--- config.mk ---
export PLATFORM = sky130hd
export DESIGN_NAME = sxf_ctl
export DESIGN_NICKNAME = d
export VERILOG_FILES = /design/src/sxf_pkg.sv /design/src/sxf_limit_guard.sv /design/src/sxf_ctl.sv
export VERILOG_INCLUDE_DIRS = /design/src
export SDC_FILE = /design/constraint.sdc
export NUM_CORES = 1
export LEC_CHECK = 0
export BUFFER_PORTS_ARGS = -buffer_cell sky130_fd_sc_hd__buf_2
export CORE_MARGIN = 2
export CORE_UTILIZATION = 52
export DETAILED_ROUTE_END_ITERATION = 10
export MAX_ROUTING_LAYER = met4
export PLACE_DENSITY = 0.84
export SYNTH_ARGS = -nofsm -noshare
export SYNTH_HDL_FRONTEND = slang
export SYNTH_SLANG_ARGS = --single-unit
--- constraint.sdc ---
create_clock -name core_clk -period 3.2 [get_ports core_clk]
set_input_delay 0.64 -clock core_clk [delete_from_list [all_inputs] [get_ports core_clk]]
set_output_delay 0.64 -clock core_clk [all_outputs]
set_load 0.05 [all_outputs]
--- src/sxf_cfg.svh ---
// register offsets, field positions and reset values of the transfer format and
// correction control registers; assumes an 8-bit register port with 5-bit address
`ifndef SXF_CFG_SVH
`define SXF_CFG_SVH

`define SXF_ADDR_W        5
`define SXF_OPT_ADDR      5'h15
`define SXF_COR_ADDR      5'h16
`define SXF_LIMIT_ADDR    5'h1C
`define SXF_STAT_ADDR     5'h1D
`define SXF_OPT_RESET     8'h00
`define SXF_COR_RESET     8'h00
// host_transfer_options fields
`define SXF_BLK_SEND      7
`define SXF_BLK_SRC       6
`define SXF_BYT_SEND      5
`define SXF_BYT_SRC       4
`define SXF_SUB_BUF       3
`define SXF_SUB_ALL       2
`define SXF_SUB_STS       1
`define SXF_ZERO_PAD      0
// correction_control fields
`define SXF_AUTO_DISC     7
`define SXF_MODE_SEL      6
`define SXF_FORM_SEL      5
`define SXF_AUTO_TGT      4
`define SXF_F2_CHECK      3
`define SXF_MODE_TOL      2
`define SXF_LIMIT_EN      1
`define SXF_AUTO_RENEW    0
`define SXF_PAD_COUNT     3'h5

`endif

--- src/sxf_pkg.sv ---
// types of the transfer format and correction control block
// assumes nothing beyond the config header
package sxf_pkg;
	typedef enum logic [2:0] {
		SXF_CMD_OTHER    = 3'h1,
		SXF_CMD_AREA     = 3'h2,
		SXF_CMD_SUBCODE  = 3'h4
	} sxf_cmd_t;

	typedef enum logic [2:0] {
		SXF_M1     = 3'h1,
		SXF_M2F1   = 3'h2,
		SXF_M2F2   = 3'h4
	} sxf_form_t;
endpackage : sxf_pkg

--- src/sxf_limit_guard.sv ---
// drive limit watcher: raises overrun, which sxf_ctl copies to buffer_write_block
// assumes strobes synchronous to core_clk
`include "sxf_cfg.svh"
module sxf_limit_guard #(
	parameter int AREA_W = 9
) (
	// clock and reset
	input  wire logic              core_clk,
	input  wire logic              sys_rst,
	// control
	input  wire logic              limit_enable,
	input  wire sxf_pkg::sxf_cmd_t cmd_class,
	input  wire logic              clear_overrun,
	// buffering progress
	input  wire logic              area_done,
	input  wire logic [AREA_W-1:0] area_done_id,
	input  wire logic              subcode_write,
	input  wire logic              subcode_at_limit,
	input  wire logic [AREA_W-1:0] limit_area,
	// status
	output logic                   overrun_reg
);
	logic overrun_next;

	// parameter range check at elaboration
	if (AREA_W < 1 || AREA_W > 16) begin : g_bad_area_w
		$error("AREA_W out of range");
	end

	always_comb begin
		overrun_next = overrun_reg;
		if (clear_overrun) begin
			overrun_next = 1'b0;
		end
		if (limit_enable) begin
			if (cmd_class == sxf_pkg::SXF_CMD_AREA && area_done
				&& area_done_id == limit_area) begin
				overrun_next = 1'b1;
			end
			if (cmd_class == sxf_pkg::SXF_CMD_SUBCODE && subcode_write
				&& subcode_at_limit) begin
				overrun_next = 1'b1;
			end
		end
	end

	always_ff @(posedge core_clk or posedge sys_rst) begin
		if (sys_rst) begin
			overrun_reg <= 1'b0;
		end else begin
			overrun_reg <= overrun_next;
		end
	end
endmodule : sxf_limit_guard

--- src/sxf_ctl.sv ---
// transfer format and correction control registers with their decoded controls
// assumes the sub CPU port is synchronous to core_clk, read data one cycle later
//
// Operation
// - subcode status byte sent only when subcode buffering and status enable set
// - five zero bytes after Q flag when buffering, status and pad set and auto transfer enabled
// - automatic discrimination takes mode and form from disc, else select bits
// - manual select: 00 mode1, 10 mode2 form1, 11 mode2 form2
// - auto target bit makes device issue target found and advance in area commands
// - form2 check enable off skips check on form2 sectors and holds failure flag low
// - tolerance clear flags nonzero upper six bits of mode byte
// - limit enabled in area commands: overrun after limit area buffered, writes stop
// - limit enabled in subcode command: overrun at subcode limit address, writes stop
// - limit enable clear ignores both limits, raises no new overrun
// - auto renewal moves limit area to each sector just sent
// - failure flag shows check error in current sector
`include "sxf_cfg.svh"
module sxf_ctl #(
	parameter int AREA_W = 9
) (
	// clock and reset
	input  wire logic                  core_clk,
	input  wire logic                  sys_rst,
	// register port
	input  wire logic [`SXF_ADDR_W-1:0] reg_addr,
	input  wire logic [7:0]            reg_wdata,
	input  wire logic                  reg_wr,
	input  wire logic                  reg_rd,
	output logic      [7:0]            reg_rdata,
	// decoder context
	input  wire sxf_pkg::sxf_cmd_t     cmd_class,
	input  wire logic                  auto_transfer_enable,
	input  wire logic [7:0]            disc_mode_byte,
	input  wire logic                  disc_form_bit,
	input  wire logic                  sector_start,
	input  wire logic                  sector_is_form2,
	input  wire logic                  check_error,
	input  wire logic                  target_match,
	// buffering progress
	input  wire logic                  area_done,
	input  wire logic [AREA_W-1:0]     area_done_id,
	input  wire logic                  subcode_write,
	input  wire logic                  subcode_at_limit,
	input  wire logic                  host_sector_done,
	input  wire logic [AREA_W-1:0]     host_sector_area,
	// decoded transfer controls
	output logic                       send_block_flag,
	output logic                       block_flag_from_cpu,
	output logic                       send_byte_flag,
	output logic                       byte_flag_from_cpu,
	output logic                       send_subcode,
	output logic                       send_all_subcode,
	output logic                       send_subcode_status,
	output logic                       send_zero_pad,
	output logic [2:0]                 zero_pad_count,
	// decoded correction controls
	output sxf_pkg::sxf_form_t         correction_form,
	output logic                       mode_byte_error,
	output logic                       check_failure_flag,
	output logic                       target_found,
	output logic                       target_advance,
	output logic                       drive_overrun_status,
	output logic                       buffer_write_block,
	output logic [AREA_W-1:0]          drive_limit_area_ptr
);
	logic [7:0]         opt_reg, opt_next;
	logic [7:0]         cor_reg, cor_next;
	logic [AREA_W-1:0]  area_reg, area_next;
	logic [7:0]         rdata_next;
	logic               overrun;
	logic               clear_overrun;
	logic               s_blk;
	logic               s_blk_src;
	logic               s_byt;
	logic               s_byt_src;
	logic               s_sub;
	logic               s_all;
	logic               s_sts;
	logic               s_pad;
	sxf_pkg::sxf_form_t form_next;
	logic               mderr_next;
	logic               fail_next;
	logic               tf_next;
	logic               ta_next;
	logic               opt_hit;
	logic               cor_hit;
	logic               lim_hit;

	// parameter range check at elaboration
	if (AREA_W < 1 || AREA_W > 16) begin : g_bad_area_w
		$error("AREA_W must be 1 to 16");
	end

	// register address decode
	always_comb begin
		opt_hit = reg_wr && reg_addr == `SXF_OPT_ADDR;
		cor_hit = reg_wr && reg_addr == `SXF_COR_ADDR;
		lim_hit = reg_wr && reg_addr == `SXF_LIMIT_ADDR;
	end

	// register writes, limit pointer
	always_comb begin
		opt_next      = opt_reg;
		cor_next      = cor_reg;
		area_next     = area_reg;
		clear_overrun = 1'b0;
		if (opt_hit) begin
			opt_next = reg_wdata;
		end
		if (cor_hit) begin
			cor_next = reg_wdata;
		end
		if (cor_reg[`SXF_AUTO_RENEW] && host_sector_done) begin
			area_next     = host_sector_area;
			clear_overrun = 1'b1;
		end
		// software limit update, wide areas zero extended
		if (lim_hit) begin
			area_next     = AREA_W'(reg_wdata);
			clear_overrun = 1'b1;
		end
	end

	// read mux, limit reads back low eight bits only
	always_comb begin
		rdata_next = 8'h00;
		if (reg_rd) begin
			case (reg_addr)
				`SXF_OPT_ADDR:   rdata_next = opt_reg;
				`SXF_COR_ADDR:   rdata_next = cor_reg;
				`SXF_LIMIT_ADDR: rdata_next = 8'(area_reg);
				`SXF_STAT_ADDR:  rdata_next = {5'h00, overrun, check_failure_flag,
					mode_byte_error};
				default:         rdata_next = 8'h00;
			endcase
		end
	end

	// transfer format decode
	always_comb begin
		s_blk     = opt_reg[`SXF_BLK_SEND];
		s_blk_src = opt_reg[`SXF_BLK_SEND] & opt_reg[`SXF_BLK_SRC];
		s_byt     = opt_reg[`SXF_BYT_SEND];
		s_byt_src = opt_reg[`SXF_BYT_SEND] & opt_reg[`SXF_BYT_SRC];
		s_sub     = opt_reg[`SXF_SUB_BUF];
		s_all     = opt_reg[`SXF_SUB_BUF] & opt_reg[`SXF_SUB_ALL];
		s_sts     = opt_reg[`SXF_SUB_BUF] & opt_reg[`SXF_SUB_STS];
		s_pad     = s_sts & opt_reg[`SXF_ZERO_PAD];
		if (!auto_transfer_enable) begin
			s_blk = 1'b0;
			s_byt = 1'b0;
			s_sts = 1'b0;
			s_pad = 1'b0;
		end
	end

	// correction decode, evaluated per sector
	always_comb begin
		form_next  = correction_form;
		mderr_next = mode_byte_error;
		fail_next  = check_failure_flag;
		tf_next    = 1'b0;
		ta_next    = 1'b0;
		if (sector_start) begin
			if (cor_reg[`SXF_AUTO_DISC]) begin
				if (disc_mode_byte[1:0] == 2'h1) begin
					form_next = sxf_pkg::SXF_M1;
				end else if (disc_form_bit) begin
					form_next = sxf_pkg::SXF_M2F2;
				end else begin
					form_next = sxf_pkg::SXF_M2F1;
				end
			end else if (!cor_reg[`SXF_MODE_SEL]) begin
				form_next = sxf_pkg::SXF_M1;
			end else if (cor_reg[`SXF_FORM_SEL]) begin
				form_next = sxf_pkg::SXF_M2F2;
			end else begin
				form_next = sxf_pkg::SXF_M2F1;
			end
			mderr_next = !cor_reg[`SXF_MODE_TOL] && disc_mode_byte[7:2] != 6'h00;
			fail_next = check_error;
			if (sector_is_form2 && !cor_reg[`SXF_F2_CHECK]) begin
				fail_next = 1'b0;
			end
			if (cor_reg[`SXF_AUTO_TGT] && cmd_class == sxf_pkg::SXF_CMD_AREA
				&& target_match) begin
				tf_next = 1'b1;
				ta_next = 1'b1;
			end
		end
	end

	sxf_limit_guard #(
		.AREA_W(AREA_W)
	) u_guard (
		.core_clk        (core_clk),
		.sys_rst         (sys_rst),
		.limit_enable    (cor_reg[`SXF_LIMIT_EN]),
		.cmd_class       (cmd_class),
		.clear_overrun   (clear_overrun),
		.area_done       (area_done),
		.area_done_id    (area_done_id),
		.subcode_write   (subcode_write),
		.subcode_at_limit(subcode_at_limit),
		.limit_area      (area_reg),
		.overrun_reg     (overrun)
	);

	// register file and read data
	always_ff @(posedge core_clk or posedge sys_rst) begin
		if (sys_rst) begin
			opt_reg   <= `SXF_OPT_RESET;
			cor_reg   <= `SXF_COR_RESET;
			area_reg  <= '0;
			reg_rdata <= 8'h00;
		end else begin
			opt_reg   <= opt_next;
			cor_reg   <= cor_next;
			area_reg  <= area_next;
			reg_rdata <= rdata_next;
		end
	end

	// transfer controls to the host side
	always_ff @(posedge core_clk or posedge sys_rst) begin
		if (sys_rst) begin
			send_block_flag     <= 1'b0;
			block_flag_from_cpu <= 1'b0;
			send_byte_flag      <= 1'b0;
			byte_flag_from_cpu  <= 1'b0;
			send_subcode        <= 1'b0;
			send_all_subcode    <= 1'b0;
			send_subcode_status <= 1'b0;
			send_zero_pad       <= 1'b0;
			zero_pad_count      <= 3'h0;
		end else begin
			send_block_flag     <= s_blk;
			block_flag_from_cpu <= s_blk_src;
			send_byte_flag      <= s_byt;
			byte_flag_from_cpu  <= s_byt_src;
			send_subcode        <= s_sub;
			send_all_subcode    <= s_all;
			send_subcode_status <= s_sts;
			send_zero_pad       <= s_pad;
			zero_pad_count      <= s_pad ? `SXF_PAD_COUNT : 3'h0;
		end
	end

	// correction controls, per sector
	always_ff @(posedge core_clk or posedge sys_rst) begin
		if (sys_rst) begin
			correction_form    <= sxf_pkg::SXF_M1;
			mode_byte_error    <= 1'b0;
			check_failure_flag <= 1'b0;
			target_found       <= 1'b0;
			target_advance     <= 1'b0;
		end else begin
			correction_form    <= form_next;
			mode_byte_error    <= mderr_next;
			check_failure_flag <= fail_next;
			target_found       <= tf_next;
			target_advance     <= ta_next;
		end
	end

	// limit status and pointer
	always_ff @(posedge core_clk or posedge sys_rst) begin
		if (sys_rst) begin
			drive_overrun_status <= 1'b0;
			buffer_write_block   <= 1'b0;
			drive_limit_area_ptr <= '0;
		end else begin
			drive_overrun_status <= overrun;
			buffer_write_block   <= overrun;
			drive_limit_area_ptr <= area_reg;
		end
	end
endmodule : sxf_ctl

=== Word-level counts from Yosys, hierarchy flattened ===
Index checks and enable logic that the tools add are counted.

* Input port bits: 56
* Output and inout bits: 37
* Bits in registers: 61
* Word-level logic and storage cells: 72

* Reduce and logical (&&, ||, !) cells: 16
* Multiplexer cells: 23
* Equal/unequal tests: 8
* Bitwise operators: 5

{| class="wikitable"
|+ Operators by type and width
! operator !! number
|-
| $pmux 8 s4 || 1
|-
| $eq 5x5->1 const B || 4
|-
| $mux 3 || 6
|-
| $mux 9 || 2
|-
| $mux 1 || 13
|-
| $logic_and 1x1->1 || 12
|-
| $eq 9x9->1 || 1
|-
| $mux 8 || 1
|-
| $reduce_bool 6->1 || 1
|-
| $and 1x1->1 || 5
|-
| $eq 3x2->1 const B || 1
|-
| $eq 3x3->1 const B || 1
|-
| $eq 2x1->1 const B || 1
|-
| $logic_not 1->1 || 2
|-
| $reduce_bool 2->1 || 1
|}

=== Depth between registers and ports, before layout ===
* Word-level depth: 7
* Gate-level depth with buffers: 6
* Mapped depth without buffers: 4

=== Cells and area by module ===
Synthesis repeated with hierarchy kept, for this count alone.

* Cells, all modules: 217
* Area, all modules: 2757.6 um2

{| class="wikitable"
|+ Modules (own cells, without submodules)
! module !! instances !! area each (um2) !! sequential area each (um2) !! cells each
|-
| sxf_ctl || 1 || 2590.0 || 1427.6 || 197
|-
| sxf_limit_guard || 1 || 167.7 || 25.0 || 20
|}

=== Worst setup path after synthesis ===
Ideal clock, no wire load.

* Path type: in2reg
* From: input reg_addr[0]
* To: register opt_reg[0]
* Required time: 3.075 ns
* Arrival time: 1.614 ns
* Setup slack: 1.461 ns
* Cell stages on the path: 6
* Buffers on the path: 3
* Library setup time: 0.125 ns
* Path through: buf_6 nor2b_4 buf_6 and3_4 buf_6 mux2_4

* Word-level cells in the longest chain between the ends: 2

{| class="wikitable"
|+ Ends and longest elaborated chain
! element !! line !! text
|-
| start: declaration || sxf_ctl.sv:25 || <nowiki>input wire logic [`SXF_ADDR_W-1:0] reg_addr,</nowiki>
|-
| $eq 5x5->1 || -- ||
|-
| $logic_and 1x1->1 (no line) || -- ||
|-
| end signal: assignment || sxf_ctl.sv:212 || <nowiki>opt_reg <= `SXF_OPT_RESET;</nowiki>
|-
| end signal: assignment || sxf_ctl.sv:217 || <nowiki>opt_reg <= opt_next;</nowiki>
|-
| end: declaration || sxf_ctl.sv:66 || <nowiki>logic [7:0] opt_reg, opt_next;</nowiki>
|}

No other way between the ends.
A chain may end at the register's enable or synchronous reset.

=== Final worst setup path ===
* From: input reg_addr[0]
* To: register cor_reg[5]

* Word-level cells in the longest chain between the ends: 2

{| class="wikitable"
|+ Ends and longest elaborated chain
! element !! line !! text
|-
| $eq 5x5->1 || -- ||
|-
| $logic_and 1x1->1 (no line) || -- ||
|-
| end signal: assignment || sxf_ctl.sv:213 || <nowiki>cor_reg <= `SXF_COR_RESET;</nowiki>
|-
| end signal: assignment || sxf_ctl.sv:218 || <nowiki>cor_reg <= cor_next;</nowiki>
|-
| end: declaration || sxf_ctl.sv:67 || <nowiki>logic [7:0] cor_reg, cor_next;</nowiki>
|}

No other way between the ends.

==> results.txt <==
----------------------------------------------------
[Final layout]
  Ant. Diodes ... 0
  Core utilization of the finished layout ... 67.4%
  Final layout net count ... 349
  Fill cells ... 361
  Commonest cells after routing, fill and taps aside ... 91 x buf_2, 57 x dfrtp_1, 16 x mux2_4, 13 x clkbuf_8
  Area used by multi-input combinational logic ... 1020 um2
  Layout cells sized above 1 ... 45.5%
  Commonest non-fill, non-tap cell in the layout ... buf_2
  Reg area ... 1450 um2
  Layout overhead on the synthesized area ... 24.1%

[Synthesis]
  Post-Synthesis Mean Instance Area ... 12.9 um2
  Warnings from Yosys ... 0
  Syn nets ... 258
  Yosys cell types ... 42
  Number of synthesized flops with an enable pin ... 0
  Sequential area share after synthesis ... 55.9%
  Number of flip-flops and latches in the synthesized netlist ... 58
  Async set-or-reset flop fraction in the synthesized netlist ... 100%
  Gate count of the mapped netlist ... 202
  Primary FF master, synth ... dfrtp_1
  Total standard cell area after synthesis ... 2600 um2

[Place]
  Detailed Place HPWL ... 4.41 mm
  RePlAce Congestion ... 0.832
  Pre-CTS worst setup slack ... 1.05 ns
  Quantity of I/O buffers inserted on ports ... 91

[Timing]
  Final Hold Violating Endpoints ... 0
  Fmax achieved ... 540 MHz
  Final period util ... 57.8%
  Worst Max-Slew Pin Slew ... 0.653 ns
  Unrepaired setup endpoints after global routing ... false
  Fin worst setup slack ... 1.35 ns
  Hold slack ... 0.325 ns
  Setup TNS ... 0 ns
  Slew Limit Fails ... 0
  Final setup fails ... 0
  Clock period minus worst slack ... 1.85 ns
  Worst slew margin ... 56.4%
  Clock Skews ... 0.00584 ns

[Clocking]
  Gates resized, CTS repair ... 0
  Clock latency of the later-clocked register in the worst-skew pair ... 0.33 ns
  H-tree depth ... 3
  Total CTS buffers ... 9
  Clock slew at the register clock pins of the worst setup and hold paths ... 0.06 ns
  Number of buffers inserted by hold repair at cts ... 0
  Clock tree sinks ... 58
  Number of buffers between clock root and the deepest sink ... 2
  Post-CTS setup buffers ... 0
  Clock root buffer ... clkbuf_8
  CTS tree ... built

[Routing]
  Final routed wirelength across all metal layers ... 5.87 mm
  Per-cell via count in the routed design ... 5.25
  Iter 0 DRT Violations ... 111
  Average wire length per cell after detail routing ... 16.1 um
  Total number of vias ... 1,912
  Detail Route Antenna Nets ... 0
  Number of remaining DRC errors ... 0
  Detailed Routing Iterations Pass 1 ... 4

[Power and ir drop]
  Total internal power ... 1.47 mW
  Clock share of power ... 27.4%
  Post-layout power ... 2.27 mW
  Sequential group share of total power ... 44.9%
  Worst-case vdd ir drop ... 383 uV
  Sw Ratio ... 35.3%
  Power Dens Cells ... 705 nW/um2
  Combinational share of power ... 27.8%
  Net switching power ... 0.803 mW
  Leak Pwr ... 1.66 nW

[Die]
  Die Wd ... 74.7 um
  Chip Height ... 74.7 um
  I/O pin cnt ... 93
  Total Die Area ... 5580 um2
  Initial Util ... 54.3%
  Std-Cell Core Area ... 4790 um2
  Placement Rows ... 25

[Global routing]
  Antenna violations before repair ... 0
  Number of global-route vias before repair ... 1,927
  Sum of overflow across all layers after global routing ... 0
  Pin count of the biggest net entering global routing ... 36
  Wire length of the first global-routing pass ... 9.36 mm
  Total routing usage reported by global routing ... 24.2%

[Setup path]
  Path depth of the worst reg2reg path ... 4
  Depth of the critical timing path with buffers and inverters included ... 4
  Sum of buffers and inverters on the critical path ... 1
  Critical path launch point type ... primary input
  Family of cells with the greatest summed delay on the critical path ... simple AND/OR/NAND/NOR gates
  Crit Path Category ... in2reg
  Worst stage delay on the critical path ... 0.57 ns
  Cell breakdown of the critical path ... buf_2 -> nor2b_2 -> and3_1 -> mux2_4
  CP Max Fanout ... 9
  Crit. End Element ... flip-flop
  Slowest cell on crit path ... and3_1
  Data required time of the worst path ... 3.41 ns
  Critical path data arrival time ... 2.06 ns

[Status]
  Run status ... finished clean

[Min path]
  Hold/Removal Path Class ... in2async

[Flow run]
  Max-Cap Viols ... 0

----------------------------------------------------
metal layers:
| layer | part of all wire [%] | GRT usage [%] | vias up |
|---|---|---|---|
| li1 | - | - | 893 |
| met2 | 50 | 37.4 | 86 |
| met1 | 42 | 29.9 | 919 |
| met4 | 2.2 | 12.5 | 0 |
| met3 | 6.1 | 5.49 | 14 |
| met5 | 0 | - | - |
worst register-to-register path: stages, from the launching register on:
cell     delay, ns
dfrtp_1       0.41
nand2_1       0.35
nand2_1       0.18
o21ai_1       0.09
a41o_1        0.24
synth_stat cells, drive strengths merged (3+ instances only):
| master | n | area share [%] |
|---|---|---|
| a22o | 5 | 1.7 |
| a22oi | 8 | 2.3 |
| and2 | 6 | 1.4 |
| and3 | 3 | 0.91 |
| buf | 11 | 4.0 |
| dfrtp | 57 | 55 |
| inv | 5 | 0.72 |
| mux2 | 17 | 9.7 |
| mux2i | 11 | 4.2 |
| nand2 | 12 | 1.7 |
| nand3 | 4 | 0.77 |
| nor2 | 13 | 2.0 |
| o21ai | 12 | 2.3 |
| o22a | 3 | 1.2 |
| xnor2 | 8 | 2.7 |
through the flow:
step / cell area, um2 / cells
2_1_floorplan: 2600 / 202
3_3_place_gp: 3040 / 349
3_5_place_dp: 3040 / 349
4_1_cts: 3230 / 364
5_1_grt: 3230 / 364
6_report: 3230 / 364
kinds of logic after synthesis:
group / count (synthesis) / share of synthesized area, %
flip-flops: 58 / 55.9
AND/OR/NAND/NOR: 52 / 12.1
AO/OA/AOI/OAI: 36 / 9.68
multiplexers: 28 / 13.9
buffers and inverters: 17 / 4.91
XOR/XNOR: 10 / 3.37
other: 1 / 0.144
layout make-up:
type | instances | share of cell area, %
sequential | 58 | 45.0
multi-input combinational | 127 | 31.6
timing repair buffer | 92 | 14.4
clock buffer | 13 | 5.55
tap | 67 | 2.60
inverter | 5 | 0.582
clock inverter | 2 | 0.310
power groups by stage:
stage	combinational, mW	sequential (mW)	clock [mW]
floorplan	0.242	1.23	0
CTS	0.637	1.02	0.631
global placement	0.617	1.03	0
global route	0.676	1.04	0.666
finish	0.632	1.02	0.622
detailed placement	0.631	1.03	0
worst paths after layout:
| check | start | endpoint | slack, ns |
|---|---|---|---|
| max reg2reg | cor_reg[0]$_DFFE_PP0P_ | u_guard.overrun_reg$_DFF_PP0_ | 1.81 |
| max | reg_addr[0] | cor_reg[5]$_DFFE_PP0P_ | 1.35 |
| max in group asynchronous | sys_rst | correction_form[0]$_DFFE_PP1P_ | 2.03 |
| min reg2reg | area_reg[8]$_DFFE_PP0P_ | drive_limit_area_ptr[8]$_DFF_PP0_ | 0.42 |
| min | sys_rst | drive_limit_area_ptr[5]$_DFF_PP0_ | 0.32 |
| min in group core_clk | area_reg[8]$_DFFE_PP0P_ | drive_limit_area_ptr[8]$_DFF_PP0_ | 0.42 |
No activity file was read; power rests on OpenSTA's default activity.
